`config.mk`:
```
export PLATFORM = sky130hd
export DESIGN_NAME = quad_dac_serial_load_control
export DESIGN_NICKNAME = d
export VERILOG_FILES = /design/src/core/qdac_pkg.sv /design/src/core/quad_dac_serial_load_control.sv /design/src/core/pin_sync.sv
export VERILOG_INCLUDE_DIRS = /design/src /design/src/core
export SDC_FILE = /design/constraint.sdc
export NUM_CORES = 1
export LEC_CHECK = 0
export BUFFER_PORTS_ARGS = -buffer_cell sky130_fd_sc_hd__buf_2
export CAP_MARGIN = 20
export CORE_MARGIN = 10
export CORE_UTILIZATION = 55
export CTS_CLUSTER_SIZE = 20
export DETAILED_ROUTE_END_ITERATION = 8
export PLACE_DENSITY = 0.81
export RECOVER_POWER = 100
export SYNTH_ARGS = -nofsm -noshare
export SYNTH_HDL_FRONTEND = slang
export SYNTH_SLANG_ARGS = --single-unit
```
`constraint.sdc`:
```
create_clock -name mclk -period 5.3 [get_ports mclk]
set_clock_uncertainty 0.1 [all_clocks]
set_input_delay 0.795 -clock mclk [delete_from_list [all_inputs] [get_ports mclk]]
set_output_delay 0.795 -clock mclk [all_outputs]
set_load 0.005 [all_outputs]
```
`src/core/qdac_defines.svh`:
```
// Constants for the quad converter serial load control block.
// Assumes inclusion by bare name from core/ design files.
`ifndef QDAC_DEFINES_SVH
`define QDAC_DEFINES_SVH
`define QDAC_FRAME_BITS 16
`define QDAC_CODE_W 12
`define QDAC_CODE_ZERO 12'h000
`define QDAC_CTRL_RESET 8'h40
`define QDAC_CTRL_PU_LSB 2
`define QDAC_CTRL_PU_MSB 5
`define QDAC_RW_BIT 15
`define QDAC_ADDR_MSB 14
`define QDAC_ADDR_LSB 12
`define QDAC_ADDR_CTRL 3'h7
`endif

```
`src/core/qdac_pkg.sv`:
```
// Types for the quad converter serial load control block.
// Assumes qdac_defines.svh is available alongside.
package qdac_pkg;
  typedef enum logic [2:0] {
    ST_IDLE = 3'b001,
    ST_SHIFT = 3'b010,
    ST_DONE = 3'b100
  } frame_state_t;
  typedef struct packed {
    logic read;
    logic [2:0] addr;
    logic [11:0] data;
  } frame_word_t;
endpackage

```
`src/core/quad_dac_serial_load_control.sv`:
```
// Serial load control for a quad 12-bit converter: framed write/readback link,
// clear, simultaneous load and over-temperature alarm. Assumes all pins are
// asynchronous to mclk and the serial clock is well below mclk/6.
`timescale 1ns/1ps
`include "qdac_defines.svh"
module quad_dac_serial_load_control #(
  parameter int NUM_CH = 4
) (
  input wire logic mclk, // System clock, 100 MHz
  input wire logic rst_n, // Async reset, active low
  input wire logic frame_sel_n, // Frame select from host
  input wire logic serial_clk, // Serial clock from host
  input wire logic serial_in, // Serial data in
  input wire logic async_zero_in_n, // Clear input
  input wire logic load_outputs_n, // Load strobe
  input wire logic over_temp, // Temperature monitor flag
  output logic serial_out, // Readback data
  output logic alarm_n, // Over-temperature alarm
  output logic [NUM_CH*`QDAC_CODE_W-1:0] dac_codes, // Converter registers
  output logic [NUM_CH-1:0] ch_powered // Channel amplifier enables
);
  // ----------------------------------------
  // Pin synchronisers
  // ----------------------------------------
  logic fs_lvl, fs_rise, fs_fall, sc_rise, sc_fall, sd_lvl, clr_lvl, clr_fall, ld_lvl, ot_lvl;
  pin_sync #(.INIT(1'b1)) u_fs (.mclk(mclk), .rst_n(rst_n), .pin(frame_sel_n),
    .level(fs_lvl), .rise(fs_rise), .fall(fs_fall));
  // Link clock idles high between frames; a low start would fake a rising edge after reset
  pin_sync #(.INIT(1'b1)) u_sc (.mclk(mclk), .rst_n(rst_n), .pin(serial_clk),
    .level(), .rise(sc_rise), .fall(sc_fall));
  pin_sync #(.INIT(1'b0)) u_sd (.mclk(mclk), .rst_n(rst_n), .pin(serial_in),
    .level(sd_lvl), .rise(), .fall());
  pin_sync #(.INIT(1'b1)) u_clr (.mclk(mclk), .rst_n(rst_n), .pin(async_zero_in_n),
    .level(clr_lvl), .rise(), .fall(clr_fall));
  pin_sync #(.INIT(1'b1)) u_ld (.mclk(mclk), .rst_n(rst_n), .pin(load_outputs_n),
    .level(ld_lvl), .rise(), .fall());
  pin_sync #(.INIT(1'b0)) u_ot (.mclk(mclk), .rst_n(rst_n), .pin(over_temp),
    .level(ot_lvl), .rise(), .fall());

  // ----------------------------------------
  // Frame state and shifter
  // ----------------------------------------
  qdac_pkg::frame_state_t state_reg;
  logic [`QDAC_FRAME_BITS-1:0] shift_reg;
  logic [4:0] count_reg;
  logic word_done;
  qdac_pkg::frame_word_t word;
  assign word = qdac_pkg::frame_word_t'({shift_reg[`QDAC_FRAME_BITS-2:0], sd_lvl});
  assign word_done = (state_reg == qdac_pkg::ST_SHIFT) && sc_fall && !fs_lvl &&
    (count_reg == 5'(`QDAC_FRAME_BITS - 1));

  // Frame sequencing; a frame ended early simply returns to idle
  always_ff @(posedge mclk or negedge rst_n) begin
    if (!rst_n) begin
      state_reg <= qdac_pkg::ST_IDLE;
      count_reg <= 5'h0;
      shift_reg <= 16'h0000;
    end else begin
      case (state_reg)
        qdac_pkg::ST_IDLE: begin
          if (fs_fall) begin
            state_reg <= qdac_pkg::ST_SHIFT;
            count_reg <= 5'h0;
          end
        end
        qdac_pkg::ST_SHIFT: begin
          if (fs_rise) begin
            state_reg <= qdac_pkg::ST_IDLE;
          end else if (sc_fall) begin
            shift_reg <= {shift_reg[`QDAC_FRAME_BITS-2:0], sd_lvl};
            count_reg <= count_reg + 5'h1;
            if (word_done) begin
              state_reg <= qdac_pkg::ST_DONE;
            end
          end
        end
        qdac_pkg::ST_DONE: begin
          if (fs_rise) begin
            state_reg <= qdac_pkg::ST_IDLE;
          end
        end
        default: state_reg <= qdac_pkg::ST_IDLE;
      endcase
    end
  end

  // ----------------------------------------
  // Input, converter and control registers
  // ----------------------------------------
  logic [`QDAC_CODE_W-1:0] in_reg [NUM_CH];
  logic [`QDAC_CODE_W-1:0] dac_reg [NUM_CH];
  logic [NUM_CH-1:0] new_reg;
  logic [7:0] ctrl_reg;
  logic ot_latch_reg;
  logic load_ok;
  logic ctrl_wr;
  // Clear low blocks loads; a held-low strobe loads continuously
  assign load_ok = !ld_lvl && clr_lvl;
  // A complete write frame addressed to the control word
  assign ctrl_wr = word_done && !word.read && (word.addr == `QDAC_ADDR_CTRL);

  genvar g;
  generate
    for (g = 0; g < NUM_CH; g++) begin : g_ch
      logic wr_hit;
      assign wr_hit = word_done && !word.read && (word.addr == 3'(g + 1));
      always_ff @(posedge mclk or negedge rst_n) begin
        if (!rst_n) begin
          in_reg[g] <= `QDAC_CODE_ZERO;
          dac_reg[g] <= `QDAC_CODE_ZERO;
          new_reg[g] <= 1'b0;
        end else if (clr_fall) begin
          in_reg[g] <= `QDAC_CODE_ZERO;
          dac_reg[g] <= `QDAC_CODE_ZERO;
          new_reg[g] <= 1'b0;
        end else begin
          if (wr_hit) begin
            in_reg[g] <= word.data;
            new_reg[g] <= 1'b1;
          end else if (load_ok && new_reg[g]) begin
            dac_reg[g] <= in_reg[g];
            new_reg[g] <= 1'b0;
          end
        end
      end
      assign dac_codes[g*`QDAC_CODE_W +: `QDAC_CODE_W] = dac_reg[g];
    end
  endgenerate

  // Control register; over-temperature forces channels down until rewritten
  always_ff @(posedge mclk or negedge rst_n) begin
    if (!rst_n) begin
      ctrl_reg <= `QDAC_CTRL_RESET;
      ot_latch_reg <= 1'b0;
    end else begin
      if (ctrl_wr) begin
        ctrl_reg <= word.data[7:0];
      end
      // A still-hot die wins over a power-up write, so no channel blips on
      if (ot_lvl) begin
        ot_latch_reg <= 1'b1;
      end else if (ctrl_wr) begin
        ot_latch_reg <= 1'b0;
      end
    end
  end

  // Outputs registered straight from flops
  always_ff @(posedge mclk or negedge rst_n) begin
    if (!rst_n) begin
      alarm_n <= 1'b1;
      ch_powered <= '0;
    end else begin
      alarm_n <= !ot_lvl;
      ch_powered <= ot_latch_reg ? '0 : ctrl_reg[`QDAC_CTRL_PU_MSB:`QDAC_CTRL_PU_LSB];
    end
  end

  // ----------------------------------------
  // Readback: loaded after a read frame, shifted on rising edges
  // ----------------------------------------
  logic [`QDAC_FRAME_BITS-1:0] rd_reg;
  logic [`QDAC_CODE_W-1:0] rd_sel;
  always_comb begin
    rd_sel = {4'h0, ctrl_reg};
    for (int i = 0; i < NUM_CH; i++) begin
      if (word.addr == 3'(i + 1)) begin
        rd_sel = dac_reg[i];
      end
    end
  end
  always_ff @(posedge mclk or negedge rst_n) begin
    if (!rst_n) begin
      rd_reg <= 16'h0000;
      serial_out <= 1'b0;
    end else begin
      if (word_done && word.read) begin
        rd_reg <= {4'h0, rd_sel};
      end else if (sc_rise && !fs_lvl) begin
        serial_out <= rd_reg[`QDAC_FRAME_BITS-1];
        rd_reg <= {rd_reg[`QDAC_FRAME_BITS-2:0], 1'b0};
      end
    end
  end

  // ----------------------------------------
  // Checks
  // ----------------------------------------
  clear_zero_a: assert property (@(posedge mclk) disable iff (!rst_n)
    clr_fall |=> dac_codes == '0) else $error("clear did not zero codes");
  clear_block_a: assert property (@(posedge mclk) disable iff (!rst_n)
    !clr_lvl && !clr_fall |=> $stable(dac_codes)) else $error("load during clear");
  early_end_a: assert property (@(posedge mclk) disable iff (!rst_n)
    state_reg == qdac_pkg::ST_SHIFT && fs_rise |=> state_reg == qdac_pkg::ST_IDLE)
    else $error("early frame not dropped");
  extra_edge_a: assert property (@(posedge mclk) disable iff (!rst_n)
    state_reg == qdac_pkg::ST_DONE |=> $stable(shift_reg) && $stable(count_reg))
    else $error("edge past sixteenth used");
  write_count_a: assert property (@(posedge mclk) disable iff (!rst_n)
    !word_done && !clr_fall |=> $stable(in_reg[0])) else $error("write before sixteenth edge");
  readback_shift_a: assert property (@(posedge mclk) disable iff (!rst_n)
    sc_rise && !fs_lvl |=> serial_out == $past(rd_reg[`QDAC_FRAME_BITS-1]))
    else $error("readback bit not shifted");
  shift_in_a: assert property (@(posedge mclk) disable iff (!rst_n)
    state_reg == qdac_pkg::ST_SHIFT && sc_fall && !fs_rise |=> shift_reg[0] == $past(sd_lvl))
    else $error("shifter missed bit");
  alarm_a: assert property (@(posedge mclk) disable iff (!rst_n)
    ot_lvl |=> !alarm_n) else $error("alarm not raised");
  powerdown_a: assert property (@(posedge mclk) disable iff (!rst_n)
    ot_latch_reg |=> ch_powered == '0) else $error("powered during shutdown");
  held_load_a: assert property (@(posedge mclk) disable iff (!rst_n)
    load_ok && new_reg[0] && !clr_fall && !g_ch[0].wr_hit |=> dac_reg[0] == $past(in_reg[0]))
    else $error("held load missed");
endmodule

```
`src/core/pin_sync.sv`:
```
// Three-stage pin synchroniser with second/third-stage agreement.
// Assumes the input is asynchronous to mclk.
`timescale 1ns/1ps
module pin_sync #(
  parameter logic INIT = 1'b1
) (
  input wire logic mclk, // System clock
  input wire logic rst_n, // Async reset, active low
  input wire logic pin, // Raw pin
  output logic level, // Filtered level
  output logic rise, // One-cycle pulse on rise
  output logic fall // One-cycle pulse on fall
);
  logic s1_reg;
  logic s2_reg;
  logic s3_reg;
  // ----------------------------------------
  // Synchroniser chain and agreement filter
  // ----------------------------------------
  always_ff @(posedge mclk or negedge rst_n) begin
    if (!rst_n) begin
      s1_reg <= INIT;
      s2_reg <= INIT;
      s3_reg <= INIT;
      level <= INIT;
    end else begin
      s1_reg <= pin;
      s2_reg <= s1_reg;
      s3_reg <= s2_reg;
      if (s2_reg == s3_reg) begin
        level <= s3_reg; // Change counts once two stages agree
      end
    end
  end
  // Edges derived from filtered level changes
  always_comb begin
    rise = (s2_reg == s3_reg) && s3_reg && !level;
    fall = (s2_reg == s3_reg) && !s3_reg && level;
  end
endmodule

```
Word level (Yosys, flattened, before mapping)

Cells that the tools add are included.

Equality and inequality tests: 25
Add/sub/neg operators: 1
Multiplexer cells: 51
Reductions and logical operators: 57
Bitwise gates (word level): 2

Operators with widths:

| operator                                       | count |
|---|---|
| two-way mux 12 bit                             | 24 |
| two-way mux 16 bit                             | 2 |
| logical AND 1 bit                              | 26 |
| nonzero test 2 bit                             | 11 |
| inequality test 2 bit (second input constant)  | 8 |
| two-way mux 3 bit                              | 5 |
| two-way mux 5 bit                              | 3 |
| two-way mux 1 bit                              | 14 |
| nonzero test 3 bit                             | 4 |
| one-hot mux 5 bit (2 select lines)             | 1 |
| AND reduction 2 bit                            | 5 |
| == test 3 x 2 -> 1 bit (second input constant) | 3 |
| == test 3 bit (second input constant)          | 3 |
| one-hot mux 3 bit (3 select lines)             | 1 |
| logical NOT 1 bit                              | 8 |
| AND reduction 4 bit                            | 2 |
| == test 1 bit                                  | 6 |
| == test 3 x 1 -> 1 bit (second input constant) | 2 |
| inequality test 3 bit (second input constant)  | 2 |
| adder 5 x 1 -> 5 bit (second input constant)   | 1 |
| == test 5 x 4 -> 1 bit (second input constant) | 1 |
| two-way mux 4 bit                              | 1 |
| AND reduction 3 bit                            | 1 |
| NOT 1 bit                                      | 2 |

Output and inout bits: 54
Logic and storage cells: 181
Bits in registers: 178

Logic depth before layout (Yosys ltp)

Gate-level depths: netlist (run 1).

Depth in word-level cells: 10
Mapped depth: 10

By module

A second synthesis (run 1) with hierarchy kept.

Cell total of the unflattened synthesis: 637
Area total of the unflattened synthesis: 7827.5 um^2

By module, submodules not included:

| module                       | cells an instance | seq. area each (um^2) | area an instance (um^2) | times used |
|---|---|---|---|---|
| quad_dac_serial_load_control | 571               | 3857.4                | 6846.6                  | 1 |
| pin_sync (u_clr ...)         | 11                | 105.1                 | 165.2                   | 4 |
| pin_sync (u_ot ...)          | 11                | 100.1                 | 160.2                   | 2 |

Worst setup path before layout (run 1)

OpenSTA, ideal clock, no wires.

Path type: register to register
Start point: register count_reg[0]
End point: register rd_reg[10]
Library setup time: 126 ps
Stages on the path, launching flop included: 11
Slack: 2921 ps
Data required time: 5074 ps
Arrival time: 2153 ps
Cells stage by stage: dfrtp_1 ha_1 and3_1 ha_1 and4b_1 buf_2 and3_1 clkbuf_1 nor2_1 clkbuf_1 a221o_1

Word-level cells in the longest chain between the ends: 4

Ends and longest elaborated chain:

| item                                                     | line                                | source |
|---|---|---|
| from (decl)                                              | quad_dac_serial_load_control.sv:45  | `logic [4:0] count_reg;` |
| from (signal assigned)                                   | quad_dac_serial_load_control.sv:71  | `count_reg <= count_reg + 5'h1;` |
| == test 5 x 4 -> 1 bit (*)                               | quad_dac_serial_load_control.sv:50  | `` (count_reg == 5'(`QDAC_FRAME_BITS - 1)); `` |
| logical AND 1 bit (*)                                    | quad_dac_serial_load_control.sv:49  | `assign word_done = (state_reg == qdac_pkg::ST_SHIFT) && sc_fall && !fs_lvl &&` |
| logical AND 1 bit (*)                                    | quad_dac_serial_load_control.sv:177 | `if (word_done && word.read) begin` |
| two-way mux 16 bit or nonzero test 2 bit (tied branches) | -                                   |  |
| to (signal assigned)                                     | quad_dac_serial_load_control.sv:178 | `rd_reg <= {4'h0, rd_sel};` |
| to (signal assigned)                                     | quad_dac_serial_load_control.sv:181 | `` rd_reg <= {rd_reg[`QDAC_FRAME_BITS-2:0], 1'b0}; `` |
| to (decl)                                                | quad_dac_serial_load_control.sv:162 | `` logic [`QDAC_FRAME_BITS-1:0] rd_reg; `` |

Mark *: on every way between the ends. The rest lies on a longest branch, timed or not.
A chain may end at the register's enable or synchronous reset.

==> results of run 1 <==
-- per-layer routing --
metal | part of all wire | track usage | routed length [um]
met1 | 0.41 | 0.2712 | 7798
met2 | 0.48 | 0.3348 | 9255
met3 | 0.071 | 0.04613 | 1354
met4 | 0.038 | 0.1053 | 719
met5 | 0 | 0 | 0
-- metrics by stage --
step	cell area, um^2	worst slack, ps
floorplan	7408	2921
global placement	7818	2242
detailed placement	7823	2059
CTS	8433	2029
global route	8363	1254
finish	8363	1863
-- power groups by stage --
stage | clock (uW) | sequential (uW) | combinational [uW]
2_1_floorplan | 0 | 1420 | 44.6
3_3_place_gp | 0 | 1420 | 80.0
3_5_place_dp | 0 | 1430 | 84.9
4_1_cts | 1300 | 1400 | 85.9
5_1_grt | 1360 | 1400 | 95.2
6_report | 1290 | 1400 | 83.6
-- cells by family (layout without fill, tap and decap cells) --
kind of cell | Yosys count | count (layout) | share of synthesized area
fa+ha+maj | 10 | 10 | 0.01588
mux | 37 | 37 | 0.05523
xor+xnor | 1 | 1 | 0.001182
buf+inv | 58 | 116 | 0.03175
simple gates | 134 | 134 | 0.1013
flops | 178 | 178 | 0.6045
compound gates | 181 | 181 | 0.1902
-- final cells by class --
| class | count | area share |
|---|---|---|
| Timing Repair Buffer | 70 | 0.03665 |
| Sequential cell | 178 | 0.5355 |
| Inverter | 14 | 0.006284 |
| Clock inverter | 11 | 0.01795 |
| Clock buffer | 21 | 0.05506 |
| Multi-Input combinational cell | 363 | 0.3223 |
| Tap cell | 176 | 0.02633 |
-- how the worst max path moves through the flow --
| stage | from | to | slack (ps) | depth (start not counted) |
|---|---|---|---|---|
| 6_report | rst_n | dac_codes[8] | 1860 | 2 |
| 5_1_grt | rst_n | dac_codes[8] | 1250 | 2 |
| 4_1_cts | count_reg[0] | dac_codes[40] | 2030 | 7 |
| 3_5_place_dp | count_reg[0] | dac_codes[36] | 2060 | 7 |
| 3_3_place_gp | count_reg[0] | dac_codes[44] | 2240 | 7 |
| 2_1_floorplan | count_reg[0] | rd_reg[10] | 2920 | 10 |
-- cells in the final DEF (no fill, tap or decap), types with 4 or more instances in the layout --
master,instances
inv_1,13
a221o_1,11
a21oi_1,9
or4b_2,7
clkbuf_1,48
nor3_1,6
o31ai_1,8
and2_1,5
a22oi_1,4
and3_1,6
o22ai_1,13
nor3b_1,5
a2111oi_0,7
nor2_1,9
ha_1,7
a22o_1,24
dfrtp_1,159
mux2i_1,6
nand2b_1,4
o21ai_0,44
dfstp_2,14
mux2_2,28
clkbuf_16,17
a32o_1,48
nand2_1,36
dfstp_1,5
nor2b_1,13
buf_2,19
nand3_1,31
-- worst reg2reg max path, stage by stage, from the launching register on --
cell	delay [ps]
dfrtp_1	390
ha_1	240
and3_1	180
ha_1	140
and4b_1	480
nand4_1	720
and3_1	650
a22o_1	310
-- synth_stat cells (4+ instances only) --
library cell	instances
a2111oi_0	7
a21oi_1	9
a221o_1	11
a22o_1	24
a22oi_1	4
a32o_1	48
and2_1	5
and3_1	6
buf_1	4
buf_2	10
clkbuf_1	28
dfrtp_1	159
dfstp_2	19
ha_1	7
inv_1	13
mux2_2	31
mux2i_1	6
nand2_1	37
nand2b_1	4
nand3_1	31
nor2_1	8
nor2b_1	13
nor3_1	5
nor3b_1	6
o21ai_0	44
o22ai_1	13
o31ai_1	8
or4b_2	7
==> qor.txt, run 1 <==
==================================================================================
Seq. cell area ...................................................... 0.004478 mm^2
Root buffer cell ....................................................    clkbuf_16
Number of warnings reported in the yosys synthesis log ..............            0
Type of element capturing the critical path ......................... asynchronous set/reset pin
Total I/O pin count .................................................           62
Overall Power .......................................................      2771 uW
Sequential element share of the synthesized area ....................       0.6045
Global-route wire length before repair ..............................     30500 um
Initial antenna violation count .....................................            0
Dominant delay contributor by cell family on the critical path ...... buffers and inverters
Post CTS Setup Buffer Count .........................................            0
Ant. Diodes .........................................................            0
Part of the power in registers ......................................        0.505
Worst-case headroom to the max-slew limit ...........................      -0.7262
Endpoints failing hold ..............................................            0
Power spent charging and discharging nets ...........................     600.6 uW
Worst skew pair latency .............................................       430 ps
Final critical delay including setup and external delays ............      3437 ps
Placement Rows ......................................................           42
Crit path buf inv count .............................................            2
Power density over the cells ........................................ 331.4 mW/mm^2
Pin count of the biggest net entering global routing ................           87
R2R Path Start ...................................................... count_reg[0]
Die area ............................................................ 0.01851 mm^2
Synth Net Count .....................................................          614
Total negative setup slack ..........................................         0 ps
TritonCTS buffer count ..............................................           17
HP Start ............................................................  u_sd.s1_reg
Vias per std cell ...................................................        6.600
CP max stage cell ...................................................     clkbuf_1
Proportion of power drawn by the clock network ......................        0.464
Proportion of netlist area held by the largest area contributor .....       0.5371
Internal power summed over all cells ................................      2171 uW
Leakage Power .......................................................  0.003707 uW
Final worst hold slack ..............................................     249.8 ps
Biggest area contributors in the synthesized netlist ................ dfrtp_1, dfstp_2, a32o_1
Final standard cell utilization of the core .........................       0.6315
Violated checks ..................................................... capacitance limit, slew limit
Final worst-path cycle share ........................................       0.6486
Required time at the worst-slack endpoint ...........................      5180 ps
Routed Wire Length ..................................................     19130 um
CP Launch Type ......................................................   input port
Detailed Place HPWL .................................................     12900 um
Prevailing post-synth register cell .................................      dfrtp_1
Actual slew at the worst max-slew pin ...............................      2589 ps
Logic gate share of total power .....................................        0.030
Die H ...............................................................     136.1 um
Remaining antenna violation count after routing .....................            0
Pre-Repair DR Iteration Count .......................................            5
R2R setup slack .....................................................      1970 ps
CTS max path bufs ...................................................            2
Cell area after technology mapping .................................. 0.007408 mm^2
GP Congestion .......................................................       0.8602
Dpl cells ...........................................................          800
Cell breakdown of the critical path ................................. buf_6, clkbuf_1
Average detailed-routed wire length per instance ....................     22.96 um
Async set or reset register ratio after synthesis ...................        1.000
Largest incremental delay on the critical path ......................      1910 ps
Vias after detailed routing .........................................         5498
Reg2reg end ......................................................... dac_codes[40]
Combined area of the multi-input logic cells ........................ 0.002695 mm^2
Placeable core region ............................................... 0.01324 mm^2
X dimension of the die ..............................................     136.1 um
Port Buffer Count ...................................................           61
Mean area per synthesized cell ......................................   12.37 um^2
Net count of the finished layout ....................................          659
DR iter-0 viols .....................................................          757
GRT Residual Overflow ...............................................            0
Hold path endpoint ..................................................  u_sd.s2_reg
Post-synthesis to final-layout area growth ..........................       12.89%
Synth Instances .....................................................          599
Setup violators final ...............................................            0
PostCTS Resize Cnt ..................................................            0
Number of global-route vias before repair ...........................         5537
Class of the most critical hold timing path ......................... flip-flop to flip-flop
Initial standard-cell utilization of the core .......................       0.5594
Clock slew seen by the registers of the worst setup and hold paths ..        60 ps
Share of final-layout standard cells stronger than drive strength 1 .       0.1659
Number of synthesized register bits .................................          178
Max frequency .......................................................    290.9 MHz
Result of the run ................................................... finished with violations
Hold_buf cts ........................................................            0
Post-layout instance count excluding filler cells ...................          833
GRT Util Overall ....................................................       0.2120
Switching part of the total power ...................................       0.2167
# Max-Cap Violations ................................................            4
Count of flip-flops with a built-in enable after synthesis ..........            0
WHS Path Cells ......................................................            0
Number of H-tree levels .............................................            4
Depth of the worst register-to-register path ........................            7
Number of clock sinks ...............................................          178
Clock tree from TritonCTS ...........................................         done
Crit path DAT .......................................................      3320 ps
Cell taking the most area after synthesis ...........................      dfrtp_1
VDD IR-drop max .....................................................    0.2332 mV
Final Max Slew Viols ................................................          188
Max FO, Critical Path ...............................................           81
Setup CP Type ....................................................... input port to asynchronous set/reset pin
Detailed-route DRC error count ......................................            0
RSZ-0062 raised after global routing ................................        false
Layout fillers ......................................................         1008
Unique masters post-synth ...........................................           51
==================================================================================
Power figures use the tool's default switching activity.
==> inputs of run 2 (changes only) <==
--- a/config.mk
+++ b/config.mk
@@ -9,10 +9,10 @@
 export BUFFER_PORTS_ARGS = -buffer_cell sky130_fd_sc_hd__buf_2
 export CAP_MARGIN = 20
 export CORE_MARGIN = 10
-export CORE_UTILIZATION = 55
+export CORE_UTILIZATION = 54
 export CTS_CLUSTER_SIZE = 20
 export DETAILED_ROUTE_END_ITERATION = 8
-export PLACE_DENSITY = 0.81
+export PLACE_DENSITY = 0.83
 export RECOVER_POWER = 100
 export SYNTH_ARGS = -nofsm -noshare
 export SYNTH_HDL_FRONTEND = slang
==> constraint.sdc (replaced) <==
create_clock -name mclk -period 3 [get_ports mclk]
set_clock_uncertainty 0.1 [all_clocks]
set_input_delay 0.45 -clock mclk [delete_from_list [all_inputs] [get_ports mclk]]
set_output_delay 0.45 -clock mclk [all_outputs]
set_load 0.005 [all_outputs]
==> qor.txt, run 2 (synthesis results as in run 1) <==
==================================================================================
Result of the run ................................................... finished with violations
Violated checks ..................................................... capacitance limit, slew limit
Worst skew pair latency .............................................       420 ps
Layout fillers ......................................................         1031
DR iter-0 viols .....................................................          642
Max FO, Critical Path ...............................................           12
Clock tree from TritonCTS ...........................................         done
Most common library cell in the layout ignoring fill and taps .......      dfrtp_1
Placement Rows ......................................................           42
Die H ...............................................................     137.1 um
Routed Wire Length ..................................................     19090 um
Vias per std cell ...................................................        6.569
Ant. Diodes .........................................................            0
Vias after detailed routing .........................................         5564
Detailed-route DRC error count ......................................            0
GP Congestion .......................................................       0.9019
Global-route wire length before repair ..............................     30350 um
Overall Power .......................................................      4830 uW
Class of the most critical hold timing path ......................... input port to flip-flop
Endpoints failing hold ..............................................            0
PostCTS Resize Cnt ..................................................            0
Initial antenna violation count .....................................            0
# Max-Cap Violations ................................................            1
Worst-case headroom to the max-slew limit ...........................      -0.1769
GRT Residual Overflow ...............................................            0
Final critical delay including setup and external delays ............      2774 ps
Setup violators final ...............................................            0
X dimension of the die ..............................................     137.1 um
Final worst-path cycle share ........................................       0.9246
Total negative setup slack ..........................................         0 ps
Detailed Place HPWL .................................................     13120 um
Die area ............................................................ 0.01880 mm^2
Number of H-tree levels .............................................            4
Leading cell types in the layout, fill and taps excluded ............ dfrtp_1, clkbuf_1, a32o_1
CP max stage cell ...................................................    a2111oi_0
Pre-Repair DR Iteration Count .......................................            7
Post-synthesis to final-layout area growth ..........................       13.85%
Actual slew at the worst max-slew pin ...............................      1765 ps
Remaining antenna violation count after routing .....................            0
Port Buffer Count ...................................................           61
Final Max Slew Viols ................................................           75
Root buffer cell ....................................................    clkbuf_16
Net count of the finished layout ....................................          674
Pin count of the biggest net entering global routing ................           75
Average detailed-routed wire length per instance ....................     22.54 um
Max frequency .......................................................    360.5 MHz
TritonCTS buffer count ..............................................           17
Crit path DAT .......................................................      3040 ps
RSZ-0062 raised after global routing ................................        false
Total I/O pin count .................................................           62
Share of final-layout standard cells stronger than drive strength 1 .       0.1833
VDD IR-drop max .....................................................    0.3715 mV
Leakage Power .......................................................  0.003741 uW
Required time at the worst-slack endpoint ...........................      3260 ps
CP Launch Type ......................................................    flip-flop
Final standard cell utilization of the core .........................       0.6319
Clock slew seen by the registers of the worst setup and hold paths ..        60 ps
Critical path's most frequent cell ..................................         ha_1
Power density over the cells ........................................ 572.7 mW/mm^2
Placeable core region ............................................... 0.01335 mm^2
Number of clock sinks ...............................................          178
Largest incremental delay on the critical path ......................       540 ps
CTS max path bufs ...................................................            2
Number of global-route vias before repair ...........................         5564
Initial standard-cell utilization of the core .......................       0.5550
Cell breakdown of the critical path ................................. ha_1, and3_1, ha_1, and4b_1, nand3_1, a2111oi_0, a221o_1
GRT Util Overall ....................................................       0.2083
Setup CP Type ....................................................... flip-flop to flip-flop
Type of element capturing the critical path .........................    flip-flop
==================================================================================
[run 2: cell count changes in the layout (fill, tap and decap cells not counted), sizes merged]
cell and change:
dlygate4sd3 +1, buf +5, bufinv -1, clkbuf +11
clkinv -2, inv -3, clkinvlp +3
[run 2: path summary, 6_finish.rpt]
check	startpoint	cells after the start	slack [ps]	end
hold / removal	serial_clk	1	20	u_sc.s1_reg
max in group asynchronous	rst_n	3	440	shift_reg[13]
hold reg to reg	u_sd.s1_reg	0	250	u_sd.s2_reg
min in group asynchronous	rst_n	2	950	shift_reg[0]
setup / recovery	count_reg[0]	7	230	rd_reg[6]
setup reg to reg	count_reg[0]	7	230	rd_reg[6]
[run 2: metal layers]
layer	vias to the layer above	part of all wire	global-route usage
met3	48	0.082	0.05095
met2	256	0.49	0.3382
met4	0	0.031	0.08489
li1	2402	-	-
met1	2858	0.40	0.2616
met5	-	0	0
[run 2: timing repair]
| action | in CTS | in global routing |
|---|---|---|
| buffers inserted | 0 | 0 |
| hold buffers | 1 | 0 |
| hold endpoints to repair | 53 | 0 |
[run 2: cell type report]
cell class	count	area (um^2)	share of cell area
inverter	14	52.55	0.006231
multi-input combinational	363	2695	0.3195
clock buffer	23	488.0	0.05785
timing repair buffer	85	397.9	0.04717
sequential	178	4478	0.5309
clock inverter	8	102.6	0.01216
tap	176	220.2	0.02611
[run 2: metrics by stage]
step                      hold slack [ps]  area, um^2  setup slack [ps]  std cells
final                               17.20        8434             226.2        847
after global routing                11.00        8434             33.85        847
after CTS                           11.32        8538             271.3        847
after detailed placement            237.1        7938             295.2        815
after global placement              234.2        7938             492.0        815
after floorplan                     54.41        7408             620.7        599
[run 2: critical path, delay by kind of cell, from the launching register on]
kind                       cells  cell delay, ps
AOI/OAI and AO/OA              2             740
DFF                            1             400
and+or+nand+nor                3            1120
adders and majority gates      2             360
[run 2: where the power goes]
group	switching, uW	internal, uW	leakage (uW)
clock network	894	1310	0.000274
logic	115	38.0	0.00107
registers	34.6	2440	0.00240
